[src/hw/ots_defines.svh]
/*
 Timing counts, codes and defaults for the overtravel stop and warning block.
 Assumes a 100 MHz clock; included by bare name.
*/
`ifndef OTS_DEFINES_SVH
`define OTS_DEFINES_SVH
`define OTS_CLK_MHZ          100
`define OTS_HOLD_MS          1000
`define OTS_HOLD_CYCLES      (`OTS_HOLD_MS * 1000 * `OTS_CLK_MHZ)
`define OTS_TORQUE_MAX_SET   800
`define OTS_TORQUE_RESET     10'h320
`define OTS_STOP_DB0         2'h0
`define OTS_STOP_DB1         2'h1
`define OTS_STOP_COAST       2'h2
`define OTS_AFTER_DECEL_ZC   2'h1
`define OTS_AFTER_DECEL_CST  2'h2
`define OTS_WARN_CODE        8'hA0
`endif

[src/hw/ots_pkg.sv]
/*
 Types for the overtravel stop and warning block.
 Assumes nothing beyond a SystemVerilog compiler.
*/
package ots_pkg;
    typedef enum logic [2:0] {
        OTS_RUN     = 3'h0,
        OTS_DBRAKE  = 3'h1,
        OTS_COAST   = 3'h2,
        OTS_DECEL   = 3'h3,
        OTS_ZCLAMP  = 3'h4,
        OTS_FREE    = 3'h5
    } ots_state_e;

    typedef struct packed {
        logic       fwd;
        logic       rev;
    } ots_dir_s;

    typedef struct packed {
        logic       dynamic_braking;
        logic       coast;
        logic       decel;
        logic       zero_clamp;
        logic [9:0] torque_limit;
    } ots_drive_s;
endpackage

[src/hw/ots_core.sv]
/*
 Overtravel stop selection, emergency torque clamp and warning output.
 Assumes synchronous inputs; the motion loops outside act on drive outputs.
*/
`timescale 1ns/1ps
`include "ots_defines.svh"
// What this block does
// - low digit selects braking or coasting stop
// - second digit picks decel then clamp/coast
// - torque mode never decelerates, ends coasting
// - decel uses emergency torque setting, immediate
// - applied torque clamped to motor maximum
// - zero clamp holds position reference zero
// - warning enable digit, immediate effect
// - flag warning on trip with power on
// - with reference, warn matching direction only
// - no warning for opposite direction limit
// - no reference: warn either limit
// - no warning raised while motor power off
// - no warning for limit present at power-on
// - warning held while tripped, clears one second after release
// - warning never alters stop processing
// - inactive limit input means overtravel
// - opposite direction motion still allowed
module ots_core
    import ots_pkg::*;
#(
    parameter int HOLD_CYCLES = `OTS_HOLD_CYCLES
) (
    input  wire logic       clk,
    input  wire logic       nrst,
    input  wire logic       forward_limit_input,
    input  wire logic       reverse_limit_input,
    input  wire logic [1:0] stop_method_low,
    input  wire logic [1:0] stop_method_mode,
    input  wire logic [9:0] emergency_torque_setting,
    input  wire logic [9:0] motor_max_torque,
    input  wire logic       travel_warning_enable,
    input  wire logic       torque_mode,
    input  wire logic       power_on,
    input  wire logic       motor_stopped,
    input  wire ots_dir_s   ref_dir,
    output ots_drive_s      drive,
    output logic            pos_ref_zero,
    output ots_dir_s        motion_allow,
    output logic            overtravel,
    output logic            travel_warning,
    output logic [7:0]      travel_warning_code
);
    if (HOLD_CYCLES < 1) begin : g_bad_hold
        $error("hold count must be positive");
    end

    ots_state_e  st_r, st_nxt;
    logic [1:0]  low_r, low_nxt;
    logic [1:0]  mode_r, mode_nxt;
    logic        cfg_done_r, cfg_done_nxt;
    ots_drive_s  drive_r, drive_nxt;
    ots_dir_s    ot;
    ots_dir_s    ot_move;
    logic [9:0]  tq_set;
    logic        warn;

    always_comb begin
        ot.fwd = !forward_limit_input;
        ot.rev = !reverse_limit_input;
        // a limit trips the stop only when the reference pushes into it, or with no reference
        ot_move.fwd = ot.fwd && !ref_dir.rev;
        ot_move.rev = ot.rev && !ref_dir.fwd;
        tq_set = (emergency_torque_setting > 10'(`OTS_TORQUE_MAX_SET)) ?
                 10'(`OTS_TORQUE_MAX_SET) : emergency_torque_setting;
        // config sampled once after reset, since the method takes effect only on restart
        cfg_done_nxt = 1'b1;
        low_nxt  = cfg_done_r ? low_r  : stop_method_low;
        mode_nxt = cfg_done_r ? mode_r : stop_method_mode;
    end

    always_comb begin
        st_nxt = st_r;
        case (st_r)
            OTS_RUN: begin
                if (power_on && (ot_move.fwd || ot_move.rev)) begin
                    if (!torque_mode &&
                        (mode_r == `OTS_AFTER_DECEL_ZC || mode_r == `OTS_AFTER_DECEL_CST)) begin
                        st_nxt = OTS_DECEL;
                    end else if (low_r == `OTS_STOP_COAST) begin
                        st_nxt = OTS_COAST;
                    end else begin
                        st_nxt = OTS_DBRAKE;
                    end
                end
            end
            OTS_DBRAKE, OTS_COAST: begin
                if (motor_stopped) st_nxt = OTS_FREE;
            end
            OTS_DECEL: begin
                if (motor_stopped) begin
                    st_nxt = (mode_r == `OTS_AFTER_DECEL_ZC) ? OTS_ZCLAMP : OTS_FREE;
                end
            end
            OTS_ZCLAMP, OTS_FREE: begin
                ;
            end
            default: st_nxt = OTS_RUN;
        endcase
        if (!power_on || !(ot_move.fwd || ot_move.rev)) st_nxt = OTS_RUN;
    end

    always_comb begin
        drive_nxt = '0;
        case (st_nxt)
            OTS_DBRAKE: drive_nxt.dynamic_braking = 1'b1;
            OTS_COAST, OTS_FREE: drive_nxt.coast = 1'b1;
            OTS_DECEL: begin
                drive_nxt.decel        = 1'b1;
                drive_nxt.torque_limit = (tq_set > motor_max_torque) ?
                                         motor_max_torque : tq_set;
            end
            OTS_ZCLAMP: drive_nxt.zero_clamp = 1'b1;
            default: drive_nxt = '0;
        endcase
    end

    always_ff @(posedge clk or negedge nrst) begin
        if (!nrst) begin
            st_r       <= OTS_RUN;
            low_r      <= `OTS_STOP_DB0;
            mode_r     <= 2'h0;
            cfg_done_r <= 1'b0;
            drive_r    <= '0;
        end else begin
            st_r       <= st_nxt;
            low_r      <= low_nxt;
            mode_r     <= mode_nxt;
            cfg_done_r <= cfg_done_nxt;
            drive_r    <= drive_nxt;
        end
    end

    // warning path is separate and feeds nothing back into the stop logic
    ots_warn_hold #(
        .HOLD_CYCLES (HOLD_CYCLES)
    ) i_ots_warn_hold (
        .clk      (clk),
        .nrst     (nrst),
        .enable   (travel_warning_enable),
        .power_on (power_on),
        .ot       (ot),
        .ref_dir  (ref_dir),
        .warn     (warn)
    );

    assign drive               = drive_r;
    assign pos_ref_zero        = drive_r.zero_clamp;
    assign motion_allow.fwd    = !ot.fwd;
    assign motion_allow.rev    = !ot.rev;
    assign overtravel          = ot.fwd || ot.rev;
    assign travel_warning      = warn;
    assign travel_warning_code = warn ? `OTS_WARN_CODE : 8'h00;

    property p_torque_no_decel;
        @(posedge clk) disable iff (!nrst) (torque_mode && st_r == OTS_RUN) |=> st_r != OTS_DECEL;
    endproperty
    a_torque_no_decel: assert property (p_torque_no_decel) else $error("decel in torque mode");

    property p_torque_clamp;
        @(posedge clk) disable iff (!nrst) drive_r.decel |-> (drive_r.torque_limit <= motor_max_torque);
    endproperty
    a_torque_clamp: assert property (p_torque_clamp) else $error("torque above motor maximum");

    property p_torque_cap;
        @(posedge clk) disable iff (!nrst) drive_r.decel |-> (drive_r.torque_limit <= 10'h320);
    endproperty
    a_torque_cap: assert property (p_torque_cap) else $error("torque above setting range");

    property p_zc_after_decel;
        @(posedge clk) disable iff (!nrst) (st_r == OTS_ZCLAMP) |-> $past(st_r) inside {OTS_DECEL, OTS_ZCLAMP};
    endproperty
    a_zc_after_decel: assert property (p_zc_after_decel) else $error("zero clamp without decel");

    property p_coast_stop;
        @(posedge clk) disable iff (!nrst)
            (st_r == OTS_RUN && power_on && ot_move.fwd && !torque_mode && mode_r == 2'h0 && low_r == 2'h2)
            |=> drive_r.coast;
    endproperty
    a_coast_stop: assert property (p_coast_stop) else $error("coast stop not chosen");

    property p_zc_ref;
        @(posedge clk) disable iff (!nrst) drive_r.zero_clamp |-> pos_ref_zero && !drive_r.coast;
    endproperty
    a_zc_ref: assert property (p_zc_ref) else $error("zero clamp without zero reference");

    // a pushing forward limit with power on must always leave run
    property p_limit_stops;
        @(posedge clk) disable iff (!nrst)
            (st_r == OTS_RUN && power_on && !forward_limit_input && !ref_dir.rev)
            |=> (drive_r.dynamic_braking || drive_r.coast || drive_r.decel);
    endproperty
    a_limit_stops: assert property (p_limit_stops) else $error("limit did not start a stop");

    // reverse reference away from a tripped forward limit must release every stop output
    property p_opposite_release;
        @(posedge clk) disable iff (!nrst)
            (!forward_limit_input && reverse_limit_input && ref_dir.rev)
            |=> (drive_r == '0);
    endproperty
    a_opposite_release: assert property (p_opposite_release) else $error("stop held against free side");

    property p_torque_stop;
        @(posedge clk) disable iff (!nrst)
            (torque_mode && st_r == OTS_RUN && power_on && (ot_move.fwd || ot_move.rev))
            |=> (drive_r.dynamic_braking || drive_r.coast);
    endproperty
    a_torque_stop: assert property (p_torque_stop) else $error("torque mode stop not brake or coast");

    property p_torque_after_stop;
        @(posedge clk) disable iff (!nrst)
            (torque_mode && st_r inside {OTS_DBRAKE, OTS_COAST} && motor_stopped && power_on &&
             (ot_move.fwd || ot_move.rev))
            |=> (drive_r.coast && !drive_r.zero_clamp);
    endproperty
    a_torque_after_stop: assert property (p_torque_after_stop) else $error("torque mode stop not coasting");

    property p_decel_to_clamp;
        @(posedge clk) disable iff (!nrst)
            (st_r == OTS_DECEL && mode_r == `OTS_AFTER_DECEL_ZC && motor_stopped && power_on &&
             (ot_move.fwd || ot_move.rev))
            |=> (drive_r.zero_clamp && pos_ref_zero);
    endproperty
    a_decel_to_clamp: assert property (p_decel_to_clamp) else $error("no zero clamp after decel");

    // digits frozen after the first edge, so a change waits for restart
    property p_cfg_frozen;
        @(posedge clk) disable iff (!nrst)
            cfg_done_r |=> ($stable(low_r) && $stable(mode_r));
    endproperty
    a_cfg_frozen: assert property (p_cfg_frozen) else $error("stop digits changed without restart");
endmodule

[src/hw/ots_warn_hold.sv]
/*
 Overtravel warning detector with one second hold.
 Assumes synchronous inputs and the 100 MHz clock of the parent.
*/
`timescale 1ns/1ps
`include "ots_defines.svh"
module ots_warn_hold
    import ots_pkg::*;
#(
    parameter int HOLD_CYCLES = `OTS_HOLD_CYCLES
) (
    input  wire logic     clk,
    input  wire logic     nrst,
    input  wire logic     enable,
    input  wire logic     power_on,
    input  wire ots_dir_s ot,
    input  wire ots_dir_s ref_dir,
    output logic          warn
);
    if (HOLD_CYCLES < 1) begin : g_bad_hold
        $error("hold count must be positive");
    end

    logic [31:0] cnt_r, cnt_nxt;
    logic        warn_r, warn_nxt;
    logic        pwr_r, pwr_nxt;
    ots_dir_s    ot_r, ot_nxt;
    logic        qual;
    logic        none_ref;

    always_comb begin
        none_ref = !ref_dir.fwd && !ref_dir.rev;
        // only rising limits count, so limits already active at power-up are skipped
        qual = enable && power_on && pwr_r &&
               ((ot.fwd && !ot_r.fwd && (ref_dir.fwd || none_ref)) ||
                (ot.rev && !ot_r.rev && (ref_dir.rev || none_ref)));
        ot_nxt   = ot;
        pwr_nxt  = power_on;
        warn_nxt = warn_r;
        cnt_nxt  = cnt_r;
        if (!enable) begin
            warn_nxt = 1'b0;
            cnt_nxt  = '0;
        end else if (qual) begin
            warn_nxt = 1'b1;
            cnt_nxt  = 32'(HOLD_CYCLES);
        end else if (warn_r && (ot.fwd || ot.rev)) begin
            cnt_nxt  = 32'(HOLD_CYCLES);
        end else if (warn_r) begin
            if (cnt_r <= 32'h1) begin
                warn_nxt = 1'b0;
                cnt_nxt  = '0;
            end else begin
                cnt_nxt  = cnt_r - 32'h1;
            end
        end
    end

    always_ff @(posedge clk or negedge nrst) begin
        if (!nrst) begin
            cnt_r  <= '0;
            warn_r <= 1'b0;
            pwr_r  <= 1'b0;
            ot_r   <= '0;
        end else begin
            cnt_r  <= cnt_nxt;
            warn_r <= warn_nxt;
            pwr_r  <= pwr_nxt;
            ot_r   <= ot_nxt;
        end
    end

    assign warn = warn_r;

    property p_no_warn_power_off;
        @(posedge clk) disable iff (!nrst) (!power_on && !warn_r) |=> !warn_r;
    endproperty
    a_no_warn_power_off: assert property (p_no_warn_power_off) else $error("warning rose with power off");

    property p_disabled_clear;
        @(posedge clk) disable iff (!nrst) !enable |=> !warn_r;
    endproperty
    a_disabled_clear: assert property (p_disabled_clear) else $error("warning while disabled");

    property p_opposite_quiet;
        @(posedge clk) disable iff (!nrst)
            (!warn_r && ref_dir.fwd && !ref_dir.rev && !(ot.fwd && !ot_r.fwd)) |=> !warn_r;
    endproperty
    a_opposite_quiet: assert property (p_opposite_quiet) else $error("warning for opposite limit");
endmodule

[config.mk]
export PLATFORM = sky130hd
export DESIGN_NAME = ots_core
export DESIGN_NICKNAME = d
export VERILOG_FILES = /design/src/hw/ots_pkg.sv /design/src/hw/ots_core.sv /design/src/hw/ots_warn_hold.sv
export VERILOG_INCLUDE_DIRS = /design/src /design/src/hw
export SDC_FILE = /design/constraint.sdc
export NUM_CORES = 1
export LEC_CHECK = 0
export ABC_AREA = 1
export BUFFER_PORTS_ARGS = -buffer_cell sky130_fd_sc_hd__clkbuf_2
export CORE_MARGIN = 3
export CORE_UTILIZATION = 25
export DETAILED_ROUTE_END_ITERATION = 16
export GPL_TIMING_DRIVEN = 0
export HOLD_SLACK_MARGIN = 0.12
export SYNTH_ARGS = -nofsm -noshare
export SYNTH_HDL_FRONTEND = slang
export SYNTH_SLANG_ARGS = --single-unit
[constraint.sdc]
create_clock -name clk -period 2.1 [get_ports clk]
set_clock_uncertainty 0.05 [all_clocks]
set_input_delay 0.105 -clock clk [delete_from_list [all_inputs] [get_ports clk]]
set_output_delay 0.105 -clock clk [all_outputs]
set_load 0.005 [all_outputs]
==> out/results.txt <==
fin crit share -> 91.25%
DR vias -> 3,651
syn avg cell area -> 7.127 µm²
Power, Total -> 6.557 mW
fin. max-slew vios -> 0
# setup viols final -> 0
CP Launch Type -> register
placed instance area -> 0.004363 mm²
DRT iter0 DRCs -> 146
clock latency on the worst-skew pair -> 0.33 ns
TritonRoute pass-1 iters -> 4
simple-gate area share of the yosys netlist -> 36.51%
Synth Cell Area -> 0.003841 mm²
Post-Synth XOR/XNOR Area -> 4.104%
Compound-Gate Fraction of Synth Area -> 6.938%
GRT Total Usage -> 12.50%
Synth-to-Final Area Change -> 31.69%
post-synthesis mux area share -> 0.5863%
status -> finished, final reports clean
leading area contributor after synthesis -> dfrtp_1
HP Class -> in -> reg
Synth Instances -> 539
Setup Slack @ Placement -> -0.3977 ns
number of synthesized register bits -> 58
vias in the first global route -> 3,525
Clock Sinks -> 58
drt wl/cell -> 12.16 µm
gp weighted congestion -> 0.8906
worst path required time -> 2.26 ns
Setup crit end kind -> register
initial antenna violation count -> 0
largest family of logic cells by synthesized area -> simple AND/OR/NAND/NOR gates
CTS Buf Count -> 9
top-area cell type share of the netlist area -> 37.79%
DP HPWL -> 7.294 mm
Synth area leaders -> dfrtp_1, nand2_1, nor2_1
die height -> 130.0 µm
Critical Path AT -> 2.07 ns
Antenna Nets Post-Route -> 0
n_diodes -> 0
Syn. warnings -> 0
Slew HR -> 45.15%
Critical Path Fanout Max -> 10
die width -> 130.0 µm
pin count of the biggest net entering global routing -> 59
die area -> 0.01689 mm²
Tmin final -> 1.916 ns
Worst-Margin Slew -> 0.8227 ns
setup TNS -> 0 ns
first-pass GRT wire length -> 17.07 mm
root buf cell -> clkbuf_16
Final nets -> 686
f_max -> 521.8 MHz
share of post-route cells with drive strength above 1 -> 19.57%
post-synthesis sequential area ratio -> 37.79%
DRC -> 0
Site Rows -> 44
PwrDens -> 1296 mW/mm²
Via density -> 4.409
worst vdd rail ir drop -> 0.0005388 V
Max H-tree Level -> 3
crit path kind -> reg -> reg
# IOs -> 61
min setup slack post-route -> 0.1837 ns
CTS clk-pin slew, worst paths -> 0.06 ns
synth unique cells -> 38
Bufs on Longest Clock Path -> 2
core area -> 0.01475 mm²
Post-Synth Adder-Cell Area -> 4.235%
TritonCTS clock tree -> done
Remaining Overflow, GRT -> 0
Hold Violations, Final -> 0
Final Cell Area -> 0.005059 mm²
drt total wl -> 10.07 mm
starting density of the core -> 26.03%
Port-buffer cells -> 54
RSZ-0062 raised after global routing -> no
Max Cap Viol -> 0
leakage -> 2.738 nW
## what timing repair did
item,CTS,global route
gates resized for setup,2,15
endpoints found under the setup margin,9,36
hold endpoints to repair,80,0
gates cloned,0,0
pin swaps,0,5
setup buffers,0,1
hold buffers,29,0
## Yosys cell counts (all sizes together)
master,n
a21oi,20
a22o,1
a31oi,1
and3,2
buf,20
clkbuf,4
conb,2
dfrtp,58
ha,13
inv,59
mux2,2
nand2,155
nand3,40
nand4,14
nor2,97
nor3,5
nor3b,1
o211ai,3
o21a,1
o21ai,14
o21bai,3
o22ai,4
or2,2
xnor2,4
xor2,14
## layout make-up
| cell class | instances | area [µm²] |
|---|---|---|
| Multi-Input combinational cell | 403 | 2090 |
| Timing Repair Buffer | 84 | 583.1 |
| Clock buffer | 10 | 239.0 |
| Fill cell | 1589 | 9696 |
| Tap cell | 184 | 230.2 |
| Inverter | 59 | 221.5 |
| Clock inverter | 6 | 88.84 |
| Sequential cell | 58 | 1451 |
| Buffer | 24 | 155.1 |
## kinds of logic (layout without fill, tap and decap cells)
family                     count (synthesis)  count (layout)
and+or+nand+nor                          316             316
buffers and inverters                     83             183
DFF                                       58              58
AOI/OAI and AO/OA                         47              47
xor gates and xnor gates                  18              18
adders and majority gates                 13              13
other                                      2               7
muxes                                      2               2
## final timing paths
| kind | from | endpoint | slack, ns | cells after the start |
|---|---|---|---|---|
| worst min-delay path | motor_stopped | st_r[2]$_DFF_PN0_ | 0.15 | 5 |
| min in group asynchronous | nrst | i_ots_warn_hold.cnt_r[24]$_DFFE_PN0P_ | 0.39 | 2 |
| worst max register to register | i_ots_warn_hold.cnt_r[0]$_DFFE_PN0P_ | i_ots_warn_hold.cnt_r[23]$_DFFE_PN0P_ | 0.18 | 12 |
| worst min register to register | mode_r[0]$_DFFE_PN0N_ | mode_r[0]$_DFFE_PN0N_ | 0.46 | 1 |
| worst max-delay path | i_ots_warn_hold.cnt_r[0]$_DFFE_PN0P_ | i_ots_warn_hold.cnt_r[23]$_DFFE_PN0P_ | 0.18 | 12 |
| max in group asynchronous | nrst | i_ots_warn_hold.cnt_r[30]$_DFFE_PN0P_ | 1.05 | 2 |
## placed cells by master (no fill, tap or decap), drive strengths merged, types with 13 or more instances in the layout
cell         count
a21oi           20
buf             21
clkbuf          68
dfrtp           58
dlygate4sd3     29
ha              13
inv             60
nand2          155
nand3           40
nand4           14
nor2            97
o21ai           14
xor2            14
## routing by layer
layer | wire length [µm] | global-route usage [%]
met5 | 0 | 0
met4 | 178 | 3.240
met3 | 496 | 2.497
met2 | 4754 | 20.66
met1 | 4636 | 16.79
## stage by stage
| stage | cells | hold slack, ns | utilization [%] |
|---|---|---|---|
| finish | 828 | 0.1497 | 34.29 |
| global route | 828 | 0.1870 | 34.29 |
| CTS | 827 | 0.1347 | 33.79 |
| detailed placement | 782 | 0.2101 | 29.57 |
| global placement | 782 | 0.2086 | 29.55 |
| floorplan | 544 | -0.2406 | - |
## sequential cells by signal (all words and copies together) (netlist names)
name                   flops
pos_ref_zero               1
i_ots_warn_hold.cnt_r     32
i_ots_warn_hold.warn       1
i_ots_warn_hold.pwr_r      1
i_ots_warn_hold.ot_r       2
drive                     13
st_r                       3
low_r                      2
mode_r                     2
cfg_done_r                 1
## worst max-delay path, cell delays in order (launching register included)
cell	delay, ns
dfrtp_1	0.40
inv_1	0.14
ha_4	0.22
nand2_4	0.10
nor2_8	0.19
nand3_4	0.11
nand2_2	0.08
nand2_2	0.12
buf_6	0.19
nand3_2	0.06
nand2_1	0.05
nand2_1	0.06
nand2_1	0.04
## where the power goes
part	total [mW]	internal (mW)	switching, mW	leakage [nW]
clock	1.62	1.07	0.547	0.155
sequential	1.68	1.37	0.310	0.772
combinational	3.26	1.14	2.11	1.81
Note: power is estimated with default switching activity, not from simulation.
